`src/common/fbmpc_defs.vh`:
```
`ifndef FBMPC_DEFS_VH
`define FBMPC_DEFS_VH

// core clock period
`define FBMPC_CLK_PS      4000

// symbol codes at the access sublayer side
`define FBMPC_SYM_W       3
`define FBMPC_SYM_SIL     3'h0
`define FBMPC_SYM_PAD     3'h1
`define FBMPC_SYM_ZERO    3'h2
`define FBMPC_SYM_ONE     3'h3
`define FBMPC_SYM_NDATA   3'h4
`define FBMPC_SYM_BAD     3'h5

// rate select codes
`define FBMPC_RATE_5M     2'h0
`define FBMPC_RATE_10M    2'h1
`define FBMPC_RATE_20M    2'h2

// half-symbol times in ns and their cycle counts (rounded down)
`define FBMPC_HS5_NS      100
`define FBMPC_HS10_NS     50
`define FBMPC_HS20_NS     25
`define FBMPC_HS5_CYC     ((`FBMPC_HS5_NS * 1000) / `FBMPC_CLK_PS)
`define FBMPC_HS10_CYC    ((`FBMPC_HS10_NS * 1000) / `FBMPC_CLK_PS)
`define FBMPC_HS20_CYC    ((`FBMPC_HS20_NS * 1000) / `FBMPC_CLK_PS)

// jabber window in ms and its cycle count
`define FBMPC_JAB_MS      500
`define FBMPC_JAB_CYC     (`FBMPC_JAB_MS * (1000000000 / `FBMPC_CLK_PS))

// silence is reported after this many idle half-symbols (four symbols)
`define FBMPC_SIL_HS      8

// transmit buffer depth
`define FBMPC_FIFO_DEPTH  8

`endif

```
`src/hdl/fbmpc_fifo.v`:
```
`timescale 1ns/1ps
module fbmpc_fifo #(
  parameter WIDTH = 3,
  parameter DEPTH = 8,
  parameter AW    = 3
) (
  // clock and reset
  input  wire             core_clk,
  input  wire             rst,
  // fill side
  input  wire [WIDTH-1:0] in_data,
  input  wire             in_valid,
  output wire             in_ready,
  // drain side
  output wire [WIDTH-1:0] out_data,
  output wire             out_valid,
  input  wire             out_ready
);
  reg [WIDTH-1:0] mem_q [0:DEPTH-1];
  reg [AW-1:0]    wr_q;
  reg [AW-1:0]    rd_q;
  reg [AW:0]      cnt_q;
  // ready has its own flop so the port is registered, not an inverter
  reg             ready_q;
  wire            push;
  wire            pop;
  wire [AW:0]     cnt_d;

  assign in_ready  = ready_q;
  assign out_valid = (cnt_q != {(AW+1){1'b0}});
  assign out_data  = mem_q[rd_q];
  assign push      = in_valid & ready_q;
  assign pop       = out_ready & out_valid;
  assign cnt_d     = cnt_q + {{AW{1'b0}}, push} - {{AW{1'b0}}, pop};

  always @(posedge core_clk) begin
    if (rst) begin
      wr_q   <= {AW{1'b0}};
      rd_q   <= {AW{1'b0}};
      cnt_q   <= {(AW+1){1'b0}};
      ready_q <= 1'b1;
    end else begin
      if (push) begin
        mem_q[wr_q] <= in_data;
        wr_q        <= (wr_q == DEPTH - 1) ? {AW{1'b0}} : wr_q + 1'b1;
      end
      if (pop)
        rd_q <= (rd_q == DEPTH - 1) ? {AW{1'b0}} : rd_q + 1'b1;
      cnt_q   <= cnt_d;
      ready_q <= (cnt_d != DEPTH);
    end
  end
endmodule // fbmpc_fifo

```
`src/hdl/fbmpc_codec.v`:
```
`timescale 1ns/1ps
`include "fbmpc_defs.vh"
module fbmpc_codec #(
  parameter JAB_CYC = `FBMPC_JAB_CYC,
  parameter DEPTH   = `FBMPC_FIFO_DEPTH
) (
  // clock and reset
  input  wire                    core_clk,
  input  wire                    rst,
  // rate select, steady while running
  input  wire [1:0]              rate_sel,
  // transmit symbols from the access sublayer
  input  wire [`FBMPC_SYM_W-1:0] tx_sym,
  input  wire                    tx_valid,
  output wire                    tx_ready,
  // receive symbols to the access sublayer
  output reg  [`FBMPC_SYM_W-1:0] rx_sym_q,
  output reg                     rx_valid_q,
  output reg                     rx_silent_q,
  // optical transmitter
  output reg                     opt_light_q,
  output reg                     opt_enable_q,
  output reg                     jabber_q,
  // optical receiver, asynchronous
  input  wire                    opt_rx_light,
  input  wire                    opt_rx_energy
);
  // counts are worked out as integers, then cut to the counter widths
  localparam integer HS5_N   = `FBMPC_HS5_CYC;
  localparam integer HS10_N  = `FBMPC_HS10_CYC;
  localparam integer HS20_N  = `FBMPC_HS20_CYC;
  localparam integer JAB_N   = JAB_CYC - 1;
  localparam [4:0]   HS5     = HS5_N[4:0];
  localparam [4:0]   HS10    = HS10_N[4:0];
  localparam [4:0]   HS20    = HS20_N[4:0];
  localparam [3:0]   SIL_HS  = `FBMPC_SIL_HS;
  localparam [26:0]  JAB_LIM = JAB_N[26:0];

  reg [4:0] hs_lim;

  always @* begin
    case (rate_sel)
      `FBMPC_RATE_5M:  hs_lim = HS5;
      `FBMPC_RATE_10M: hs_lim = HS10;
      default:         hs_lim = HS20;
    endcase
  end

  // transmit buffer
  wire [`FBMPC_SYM_W-1:0] f_sym;
  wire                    f_valid;
  wire                    f_pop;

  fbmpc_fifo #(
    .WIDTH (`FBMPC_SYM_W),
    .DEPTH (DEPTH),
    .AW    (3)
  ) u_fifo (
    .core_clk  (core_clk),
    .rst       (rst),
    .in_data   (tx_sym),
    .in_valid  (tx_valid),
    .in_ready  (tx_ready),
    .out_data  (f_sym),
    .out_valid (f_valid),
    .out_ready (f_pop)
  );

  // encoder
  reg [4:0]  tcnt_q;
  reg        thalf_q;
  reg        prev_q;
  reg        sec_lvl_q;
  reg        sec_on_q;
  reg        cur_on_q;
  reg        pad_par_q;
  reg        nd_par_q;
  reg        nd_lvl_q;
  reg [26:0] jcnt_q;
  reg        a_lvl;
  reg        b_lvl;
  reg        p_on;
  wire       ttick;
  wire [`FBMPC_SYM_W-1:0] nsym;

  assign ttick = (tcnt_q >= hs_lim - 5'h01);
  // underrun between frames is sent as silence
  assign f_pop = ttick & thalf_q & f_valid;
  assign nsym  = f_valid ? f_sym : `FBMPC_SYM_SIL;

  always @* begin
    a_lvl = 1'b0;
    b_lvl = 1'b0;
    p_on  = 1'b1;
    case (nsym)
      `FBMPC_SYM_ZERO: begin
        a_lvl = 1'b1;
        b_lvl = 1'b0;
      end
      `FBMPC_SYM_ONE: begin
        a_lvl = 1'b0;
        b_lvl = 1'b1;
      end
      `FBMPC_SYM_PAD: begin
        a_lvl = pad_par_q;
        b_lvl = ~pad_par_q;
      end
      `FBMPC_SYM_NDATA: begin
        a_lvl = nd_par_q ? ~nd_lvl_q : prev_q;
        b_lvl = a_lvl;
      end
      default: begin
        p_on = 1'b0;
      end
    endcase
  end

  always @(posedge core_clk) begin
    if (rst) begin
      tcnt_q       <= 5'h00;
      thalf_q      <= 1'b1;
      prev_q       <= 1'b0;
      sec_lvl_q    <= 1'b0;
      sec_on_q     <= 1'b0;
      cur_on_q     <= 1'b0;
      pad_par_q    <= 1'b0;
      nd_par_q     <= 1'b0;
      nd_lvl_q     <= 1'b0;
      opt_light_q  <= 1'b0;
      opt_enable_q <= 1'b0;
    end else begin
      tcnt_q <= ttick ? 5'h00 : tcnt_q + 5'h01;
      if (ttick) begin
        thalf_q <= ~thalf_q;
        if (thalf_q) begin
          cur_on_q     <= p_on;
          sec_lvl_q    <= b_lvl;
          sec_on_q     <= p_on;
          opt_light_q  <= p_on & a_lvl & ~jabber_q;
          opt_enable_q <= p_on & ~jabber_q;
          if (p_on)
            prev_q <= b_lvl;
          if (nsym == `FBMPC_SYM_PAD)
            pad_par_q <= ~pad_par_q;
          else
            pad_par_q <= 1'b0;
          if (nsym == `FBMPC_SYM_NDATA) begin
            nd_par_q <= ~nd_par_q;
            if (!nd_par_q)
              nd_lvl_q <= prev_q;
          end else begin
            nd_par_q <= 1'b0;
          end
        end else begin
          opt_light_q  <= sec_on_q & sec_lvl_q & ~jabber_q;
          opt_enable_q <= sec_on_q & ~jabber_q;
        end
      end
    end
  end

  // jabber watchdog: counts only while the encoder itself is active
  always @(posedge core_clk) begin
    if (rst) begin
      jcnt_q   <= 27'h0000000;
      jabber_q <= 1'b0;
    end else if (!cur_on_q) begin
      jcnt_q   <= 27'h0000000;
      jabber_q <= 1'b0;
    end else if (jcnt_q >= JAB_LIM) begin
      jabber_q <= 1'b1;
    end else begin
      jcnt_q <= jcnt_q + 27'h0000001;
    end
  end

  // receive synchronisers
  reg       lt_s1_q;
  reg       lt_s2_q;
  reg       lt_s3_q;
  reg       en_s1_q;
  reg       en_s2_q;

  always @(posedge core_clk) begin
    if (rst) begin
      lt_s1_q <= 1'b0;
      lt_s2_q <= 1'b0;
      lt_s3_q <= 1'b0;
      en_s1_q <= 1'b0;
      en_s2_q <= 1'b0;
    end else begin
      lt_s1_q <= opt_rx_light;
      lt_s2_q <= lt_s1_q;
      lt_s3_q <= lt_s2_q;
      en_s1_q <= opt_rx_energy;
      en_s2_q <= en_s1_q;
    end
  end

  // receive recovery and decode
  reg [4:0] rcnt_q;
  reg       rph_q;
  reg       ra_q;
  reg [3:0] idle_q;
  reg       rnd_par_q;
  reg       rnd_lvl_q;
  reg [`FBMPC_SYM_W-1:0] dsym;
  wire      redge;
  wire      rwrap;
  wire      rsamp;
  wire      pair_dn;
  wire      rwake;

  assign redge   = lt_s2_q ^ lt_s3_q;
  assign rwrap   = (rcnt_q >= hs_lim - 5'h01);
  // sample mid half-symbol; edges realign the phase, so jitter stays margin
  assign rsamp   = (rcnt_q == {1'b0, hs_lim[4:1]});
  assign pair_dn = rsamp & rph_q;
  // wake-up restarts the pair phase; a sample on that edge would undo it
  assign rwake   = en_s2_q & rx_silent_q;

  always @* begin
    dsym = `FBMPC_SYM_BAD;
    case ({ra_q, lt_s2_q})
      2'b10: dsym = `FBMPC_SYM_ZERO;
      2'b01: dsym = `FBMPC_SYM_ONE;
      default: begin
        if (!rnd_par_q || (ra_q != rnd_lvl_q))
          dsym = `FBMPC_SYM_NDATA;
      end
    endcase
    if (rnd_par_q && (ra_q != lt_s2_q))
      dsym = `FBMPC_SYM_BAD;
  end

  always @(posedge core_clk) begin
    if (rst) begin
      rcnt_q      <= 5'h00;
      rph_q       <= 1'b0;
      ra_q        <= 1'b0;
      idle_q      <= 4'h0;
      rnd_par_q   <= 1'b0;
      rnd_lvl_q   <= 1'b0;
      rx_sym_q    <= `FBMPC_SYM_SIL;
      rx_valid_q  <= 1'b0;
      rx_silent_q <= 1'b1;
    end else begin
      rx_valid_q <= 1'b0;
      if (redge && !rx_silent_q)
        rcnt_q <= 5'h01;
      else
        rcnt_q <= rwrap ? 5'h00 : rcnt_q + 5'h01;
      if (en_s2_q) begin
        idle_q <= 4'h0;
        if (rx_silent_q) begin
          rx_silent_q <= 1'b0;
          rph_q       <= 1'b0;
          rnd_par_q   <= 1'b0;
          rcnt_q      <= 5'h01;
        end
      end else if (rwrap && idle_q != SIL_HS) begin
        idle_q <= idle_q + 4'h1;
      end else if (idle_q == SIL_HS) begin
        rx_silent_q <= 1'b1;
      end
      if (rsamp && !rwake) begin
        rph_q <= ~rph_q;
        ra_q  <= lt_s2_q;
      end
      // silence keeps the local symbol cadence, so intervals stay bounded
      if (pair_dn && !rwake) begin
        rx_valid_q <= 1'b1;
        if (rx_silent_q) begin
          rx_sym_q <= `FBMPC_SYM_SIL;
        end else begin
          rx_sym_q <= dsym;
          if (dsym == `FBMPC_SYM_NDATA && !rnd_par_q) begin
            rnd_par_q <= 1'b1;
            rnd_lvl_q <= ra_q;
          end else begin
            rnd_par_q <= 1'b0;
          end
        end
      end
    end
  end
endmodule // fbmpc_codec

```
`config.mk`:
```
export PLATFORM = sky130hd
export DESIGN_NAME = fbmpc_codec
export DESIGN_NICKNAME = d
export VERILOG_FILES = /design/src/hdl/fbmpc_fifo.v /design/src/hdl/fbmpc_codec.v
export VERILOG_INCLUDE_DIRS = /design/src /design/src/common
export SDC_FILE = /design/constraint.sdc
export NUM_CORES = 1
export LEC_CHECK = 0
export BUFFER_PORTS_ARGS = -buffer_cell sky130_fd_sc_hd__clkbuf_2
export CAP_MARGIN = 15
export CORE_MARGIN = 1
export CORE_UTILIZATION = 66
export DETAILED_ROUTE_END_ITERATION = 10
export GPL_TIMING_DRIVEN = 0
export HOLD_SLACK_MARGIN = 0.15
export PLACE_DENSITY = 0.92
export SLEW_MARGIN = 15
export SYNTH_ARGS = -nofsm -noshare
export SYNTH_HDL_FRONTEND = slang
export SYNTH_HIERARCHICAL = 1
export SYNTH_SLANG_ARGS = --single-unit
```
`constraint.sdc`:
```
create_clock -name core_clk -period 4.9 [get_ports core_clk]
set_input_delay 0.245 -clock core_clk [delete_from_list [all_inputs] [get_ports core_clk]]
set_output_delay 0.245 -clock core_clk [all_outputs]
set_load 0.02 [all_outputs]
```
==> results of run 1 <==
==> power groups by stage <==
stage | Clock, mW | Sequential [mW] | Combinational (mW)
floorplan | 0 | 0.964 | 0.235
global placement | 0 | 0.965 | 0.291
detailed placement | 0 | 0.967 | 0.313
CTS | 0.523 | 0.948 | 0.317
global route | 0.555 | 0.955 | 0.357
finish | 0.516 | 0.949 | 0.320
==> metal layers <==
| layer | vias up | track usage [%] | part of all wire [%] |
|---|---|---|---|
| met5 | - | 0 | 0 |
| met4 | 0 | 8.737 | 1.4 |
| met3 | 19 | 5.668 | 5.6 |
| met2 | 157 | 47.58 | 49 |
| met1 | 1970 | 34.03 | 44 |
| li1 | 2011 | - | - |
==> metrics by stage <==
stage / hold slack, ns / util (%) / cells
2_1_floorplan: 0.3439 / - / 526
3_3_place_gp: 0.4224 / 72.43 / 643
3_5_place_dp: 0.4254 / 72.43 / 643
4_1_cts: 0.1542 / 75.55 / 663
5_1_grt: 0.1648 / 75.55 / 663
6_report: 0.1682 / 75.55 / 663
==> timing repair <==
action	CTS	global route
buffers inserted	0	0
gates resized for setup	0	0
hold endpoints to repair	4	0
hold buffers	4	0
endpoints found under the setup margin	0	0
==> logic make-up (layout without fill, tap and decap cells) <==
kind of cell             count (synthesis)  in the layout  synth area share [%]
adder cells (fa/ha/maj)                 24             24                 6.007
flip-flops                             103            103                 44.93
multiplexers                            29             29                 7.204
AO/OA/AOI/OAI                          100            100                 12.87
buffers and inverters                   40             78                 3.492
AND/OR/NAND/NOR                        217            217                 23.13
XOR/XNOR                                13             13                 2.369
==> area by class of cell <==
| cell class | instances | area (um^2) | share of cell area (%) |
|---|---|---|---|
| plain buffers | 23 | 115.1 | 2.067 |
| clock buffers | 9 | 123.9 | 2.225 |
| clock inverters | 7 | 66.31 | 1.191 |
| inverters | 17 | 63.81 | 1.146 |
| multi-input cells | 383 | 2643 | 47.46 |
| flip-flops and latches | 103 | 2302 | 41.35 |
| well taps | 99 | 123.9 | 2.225 |
| repair buffers | 22 | 130.1 | 2.337 |
==> worst max-delay path by stage <==
stage	start	to	slack (ns)	cells after the start
after floorplan	rate_sel[0]	u_fifo/in_ready	1.70	15
after global placement	rate_sel[1]	u_fifo/in_ready	1.23	16
after detailed placement	rate_sel[1]	u_fifo/in_ready	1.08	16
after CTS	tcnt_q[0]	u_fifo/in_ready	1.34	15
after global routing	tcnt_q[0]	u_fifo/in_ready	1.07	15
final	tcnt_q[0]	u_fifo/in_ready	1.32	15
==> worst reg2reg max path, stage by stage (launching register included) <==
cell and delay [ns]:
dfxtp_1 0.39, inv_1 0.06, ha_1 0.28, nand2b_1 0.14
a31oi_1 0.23, o21a_1 0.20, clkbuf_1 0.33, nor2_1 0.20
and2_4 0.18, buf_6 0.13, xnor2_2 0.13, ha_1 0.21
fa_1 0.38, xor2_1 0.18, nor4_1 0.27, mux2i_1 0.13
==> synth_stat cells (4+ instances only) <==
library cell / count / area [um^2]
mux2i_1: 20 / 200.2
a31oi_1: 4 / 25.02
nand4_1: 10 / 62.56
mux4_2: 6 / 135.1
and3_1: 5 / 31.28
xor2_1: 5 / 43.79
inv_1: 16 / 60.06
clkbuf_1: 15 / 56.30
nor4_1: 10 / 62.56
o31ai_1: 5 / 37.54
buf_2: 4 / 20.02
nand2_1: 49 / 183.9
nand4b_1: 4 / 35.03
a21oi_1: 27 / 135.1
nor2b_1: 12 / 75.07
and2_1: 8 / 50.05
ha_1: 23 / 287.8
nor3_1: 13 / 65.06
o41ai_1: 5 / 43.79
nand3_1: 22 / 110.1
or2_2: 5 / 31.28
dfxtp_1: 79 / 1582
o21ai_0: 18 / 90.09
o21ai_1: 7 / 35.03
xnor2_1: 7 / 61.31
nor2_1: 30 / 112.6
or4_1: 6 / 45.04
or3_1: 5 / 31.28
and4_1: 4 / 35.03
nand2b_1: 22 / 137.6
edfxtp_1: 24 / 720.7
==> sequential cells by signal, indices dropped and copies added (netlist names), 3 cells and up, named ones only <==
| register | cells |
|---|---|
| jcnt_q | 27 |
| u_fifo/rd_q | 3 |
| rcnt_q | 5 |
| rx_sym_q | 3 |
| u_fifo/wr_q | 3 |
| u_fifo/mem_q | 24 |
| tcnt_q | 5 |
| u_fifo/cnt_q | 4 |
| idle_q | 4 |
==> run_results.csv, run 1 <==
group,metric,value,unit
timing,period_share,72.99,%
power,pwr-share-comb,17.9,%
detailed_routing,postRouteAntennaNets,0,
critical_path,cp_data_arrival_time,3.83,ns
clock_network,cts_root_buf,"clkbuf_8",
timing,clock_skew,0.01299,ns
clock_network,clk_latency,0.38,ns
critical_path,path_class,"reg2reg",
power,irDropWorstVdd,285.9,uV
critical_path,path_buf_inv,3,
floorplan,die_height,90.11,um
yosys,synthDistinctLibCells,65,
global_routing,grt_antenna_before_repair,0,
placement,place_hpwl,7451,um
final_layout,layout_commonest_cell,"dfxtp_1",
floorplan,core,7370,um^2
worst_hold_path,min_path_cells,1,
yosys,synth.cell_area,5124,um^2
yosys,syn_inst,526,
placement,place_ws,1.080,ns
worst_hold_path,hp-class,"in2reg",
critical_path,cp_cell_sequence,"inv_1 -> ha_1 -> nand2b_1 -> a31oi_1 -> o21a_1 -> clkbuf_1 -> nor2_1 -> and2_4 -> buf_6 -> xnor2_2 -> ha_1 -> fa_1 -> xor2_1 -> nor4_1 -> mux2i_1",
floorplan,ios,19,
timing,period_needed,3.576,ns
final_layout,nets,593,
power,power.switching,538.5,uW
power,design_power_total,1.786,mW
worst_hold_path,hold_end,"u_fifo/mem_q[5][2]",
final_layout,fill_cells,502,
power,p_per_area,320.7,nW/um^2
critical_path,crit_fanout,10,
status,status,"finished, final reports clean",
detailed_routing,wl_per_cell,15.81,um
placement,placed_area,5338,um^2
final_layout,layout-drive-gt1-share,11.70,%
clock_network,clkTransAtPathRegs,0.11,ns
clock_network,cts_tree,"yes",
critical_path,cp-start-kind,"register",
yosys,ys_ff_latch,103,
final_layout,layout_common_cells,"dfxtp_1, nand2_1, nor2_1",
yosys,synth_area_per_cell,9.741,um^2
yosys,ys_dominant_reg_cell,"dfxtp_1",
timing,rsz0062_at_grt,"no",
placement,io_buffers,18,
floorplan,start_util,69.52,%
flow_run,max_cap_violations,0,
floorplan,dieArea,8120,um^2
power,clkPwrFrac,28.9,%
critical_path,required,5.15,ns
power,swShare,30.16,%
timing,setup_tns,0,ns
timing,slew_violations,0,
timing,timing.fmax,279.6,MHz
critical_path,cpMostUsedCell,"ha_1",
detailed_routing,drc,0,
critical_path,critPathSlowestCell,"dfxtp_1",
yosys,synth_fp_nets,560,
detailed_routing,drt_iter0_drc,350,
final_layout,fin_area,5568,um^2
detailed_routing,wirelength,10480,um
clock_network,cts_sinks,103,
floorplan,rows,31,
power,sequentialPowerShare,53.2,%
critical_path,cpLargestDelayFamily,"adder cells",
timing,worst_slack,1.324,ns
global_routing,grt_pass1_vias,4043,
placement,gp_congestion,0.9186,
detailed_routing,detail_route.first_pass.iterations,5,
critical_path,ff2ff_setup_slack,1.32,ns
global_routing,grt_overflow,0,
critical_path,reg2reg_depth,15,
critical_path,critical_path.max_stage_delay,0.39,ns
global_routing,grt_pass1_wl,18060,um
timing,slew_headroom,55.87,%
worst_hold_path,hp-start,"tx_sym[2]",
critical_path,crit_path_end_kind,"register",
power,p_leak,2.035,nW
global_routing,grt_max_degree,20,
global_routing,grt_usage,27.39,%
yosys,yosysWarnings,6,
floorplan,die_x,90.11,um
yosys,ys_seq_area_share,44.93,%
critical_path,reg2reg_from,"tcnt_q[0]",
detailed_routing,vias_per_cell,6.270,
power,p_int,1.247,mW
clock_network,htreeDepth,3,
clock_network,cts_inserted_buffers,9,
yosys,synthArstFlopShare,0,%
timing,finalSetupViolations,0,
yosys,synth-edff-count,24,
timing,worst_pin_slew,0.6453,ns
critical_path,r2r-end,"u_fifo/in_ready",
final_layout,area_growth,8.669,%
final_layout,n_antenna_cell,0,
timing,finalHoldViolCount,0,
clock_network,cts.path.max_buffers,2,
detailed_routing,vias,4157,
No activity file was read; power rests on OpenSTA's default activity.
==> run 2, diff against run 1 <==
--- a/config.mk
+++ b/config.mk
@@ -6,14 +6,15 @@
 export SDC_FILE = /design/constraint.sdc
 export NUM_CORES = 1
 export LEC_CHECK = 0
+export ABC_AREA = 1
 export BUFFER_PORTS_ARGS = -buffer_cell sky130_fd_sc_hd__clkbuf_2
 export CAP_MARGIN = 15
 export CORE_MARGIN = 1
-export CORE_UTILIZATION = 66
+export CORE_UTILIZATION = 56
 export DETAILED_ROUTE_END_ITERATION = 10
 export GPL_TIMING_DRIVEN = 0
 export HOLD_SLACK_MARGIN = 0.15
-export PLACE_DENSITY = 0.92
+export PLACE_DENSITY = 0.84
 export SLEW_MARGIN = 15
 export SYNTH_ARGS = -nofsm -noshare
 export SYNTH_HDL_FRONTEND = slang
==> constraint.sdc (replaced) <==
create_clock -name core_clk -period 3.08 [get_ports core_clk]
set_input_delay 0.154 -clock core_clk [delete_from_list [all_inputs] [get_ports core_clk]]
set_output_delay 0.154 -clock core_clk [all_outputs]
set_load 0.02 [all_outputs]
==> run_results.csv, run 2 <==
group,metric,value,unit
floorplan,die_height,101.6,um
worst_hold_path,min_path_cells,3,
critical_path,reg2reg_depth,17,
yosys,synth_top_area_share,28.48,%
timing,slew_violations,0,
placement,gp_congestion,0.9964,
detailed_routing,postRouteAntennaNets,0,
power,design_power_total,2.920,mW
yosys,syn_inst,770,
placement,io_buffers,18,
clock_network,cts_tree,"yes",
clock_network,cts_inserted_buffers,9,
global_routing,grt_usage,25.00,%
yosys,synthDistinctLibCells,37,
timing,timing.fmax,360.8,MHz
critical_path,ff2ff_setup_slack,0.31,ns
yosys,synth_area_per_cell,7.211,um^2
timing,period_needed,2.772,ns
timing,slew_headroom,61.45,%
final_layout,finalNonFillerCells,942,
final_layout,fin_area,6085,um^2
placement,place_hpwl,8730,um
floorplan,start_util,58.98,%
floorplan,core,9415,um^2
timing,finalHoldViolCount,0,
power,p_leak,2.486,nW
critical_path,reg2reg_from,"tcnt_q[0]",
yosys,synth.cell_area,5553,um^2
final_layout,top_register,"jcnt_q",
detailed_routing,vias,4856,
clock_network,cts.path.max_buffers,2,
yosys,ys_dominant_reg_cell,"dfxtp_1",
floorplan,ios,19,
timing,worst_pin_slew,0.5782,ns
critical_path,required,3.34,ns
detailed_routing,drt_iter0_drc,278,
yosys,ys_ff_latch,103,
floorplan,die_x,101.6,um
placement,place_inst,917,
worst_hold_path,hold_end,"u_fifo/wr_q[2]",
detailed_routing,wl_per_cell,12.37,um
yosys,synth-edff-count,24,
timing,clock_skew,0.01306,ns
placement,place_ws,-0.2045,ns
detailed_routing,wirelength,11650,um
critical_path,crit_fanout,6,
critical_path,cp-start-kind,"register",
power,irDropWorstVdd,258.0,uV
global_routing,grt_antenna_before_repair,0,
timing,hold_ws,0.1735,ns
yosys,synth_common_cells,"nand2_1, nor2_1, inv_1",
clock_network,clkTransAtPathRegs,0.09,ns
final_layout,largest_register_ffs,27,
placement,placed_area,5804,um^2
status,status,"finished, final reports clean",
timing,worst_slack,0.3084,ns
critical_path,crit_path_end_kind,"register",
detailed_routing,drc,0,
clock_network,clk_latency,0.39,ns
clock_network,cts_sinks,103,
final_layout,area_growth,9.576,%
final_layout,top_regs,"jcnt_q: 27 flops, u_fifo/mem_q: 24 flops",
final_layout,layout_common_cells,"nand2_1, nor2_1, inv_1",
final_layout,fin_util,64.62,%
yosys,yosysWarnings,6,
final_layout,layout-drive-gt1-share,10.82,%
clock_network,cts_root_buf,"clkbuf_8",
critical_path,r2r-end,"u_fifo/in_ready",
global_routing,grt_overflow,0,
final_layout,layout_commonest_cell,"nand2_1",
worst_hold_path,hp-start,"tx_valid",
floorplan,rows,35,
yosys,ys_top_cells_by_area,"dfxtp_1, nand2_1, edfxtp_1",
detailed_routing,detail_route.first_pass.iterations,5,
global_routing,grt_max_degree,19,
critical_path,cp_data_arrival_time,3.04,ns
critical_path,path_class,"reg2reg",
global_routing,grt_pass1_vias,4812,
timing,period_share,89.99,%
floorplan,dieArea,10320,um^2
yosys,ys_seq_area_share,41.46,%
timing,setup_tns,0,ns
final_layout,nets,842,
global_routing,grt_pass1_wl,20530,um
final_layout,n_antenna_cell,0,
timing,finalSetupViolations,0,
yosys,yosysMostFrequentCell,"nand2_1",
clock_network,htreeDepth,3,
yosys,synth_top_cell_by_area,"dfxtp_1",
worst_hold_path,hp-class,"in2reg",
flow_run,max_cap_violations,0,
yosys,synthArstFlopShare,0,%
detailed_routing,vias_per_cell,5.155,
power,p_per_area,479.9,nW/um^2
yosys,synth_fp_nets,804,
==> run 2: cell count changes in the layout (fill, tap and decap cells not counted), sizes merged, moves of 11 or more <==
| cell | previous run | this run |
|---|---|---|
| nand2 | 49 | 245 |
| nor2 | 30 | 130 |
| inv | 19 | 91 |
| a21oi | 27 | 60 |
| nand3 | 22 | 46 |
| nand2b | 22 | 0 |
| mux2i | 20 | 0 |
| xor2 | 5 | 21 |
| o21ai | 25 | 11 |
| nor4 | 13 | 0 |
| nor2b | 12 | 0 |
| clkbuf | 42 | 31 |
==> run 2: cell type report <==
class / count / area, um^2
fillers: 819 / 3331
multi-input cells: 567 / 2838
flip-flops and latches: 103 / 2303
inverters: 86 / 322.8
repair buffers: 27 / 172.7
well taps: 129 / 161.4
clock buffers: 9 / 123.9
plain buffers: 14 / 110.1
clock inverters: 7 / 52.55
==> run 2: kinds of logic (layout without fill, tap and decap cells) <==
| logic type | count (synthesis) | count (layout) | share of synthesized area (%) |
|---|---|---|---|
| and+or+nand+nor | 440 | 440 | 32.92 |
| DFF | 103 | 103 | 41.46 |
| buffers and inverters | 100 | 143 | 7.796 |
| AOI/OAI and AO/OA | 78 | 78 | 8.338 |
| xor gates and xnor gates | 25 | 25 | 3.943 |
| adders and majority gates | 24 | 24 | 5.543 |
==> run 2: what timing repair did <==
action / CTS / global route
pin swaps: 0 / 1
buffers inserted: 0 / 3
gates resized for setup: 1 / 7
setup endpoints to repair: 1 / 3
hold buffers: 6 / 0
hold endpoints to repair: 29 / 0
==> run 2: worst max-delay path, stage by stage, from the launching register on <==
cell and delay (ns):
dfxtp_2 0.37, inv_1 0.05, ha_1 0.26, inv_1 0.04, a21boi_1 0.13, o21bai_1 0.09, nand2_2 0.14, nand2_2 0.12
nor2_4 0.21, nand2_2 0.12, nand2_1 0.09, nand2_1 0.05, ha_1 0.21, fa_1 0.43, inv_1 0.09, nand2_1 0.05
nor2_1 0.11, nand4_1 0.10
==> run 2: how the worst max path moves through the flow <==
stage / startpoint / endpoint / slack, ns
2_1_floorplan: tcnt_q[0] / u_fifo/in_ready / 0.45
3_3_place_gp: rate_sel[1] / u_fifo/in_ready / -0.05
3_5_place_dp: rate_sel[1] / u_fifo/in_ready / -0.20
4_1_cts: tcnt_q[0] / u_fifo/in_ready / 0.03
5_1_grt: tcnt_q[0] / u_fifo/in_ready / -0.03
6_report: tcnt_q[0] / u_fifo/in_ready / 0.31
==> run 2: power breakdown <==
group,internal (mW),switching [mW]
clock,0.304,0.500
sequential,1.46,0.0528
combinational,0.209,0.393
==> run 2: per-layer routing <==
metal	global-route usage, %	part of all wire, %
met5	0	0
met4	10.93	2.2
met3	4.279	4.4
met2	43.97	49
met1	29.93	45
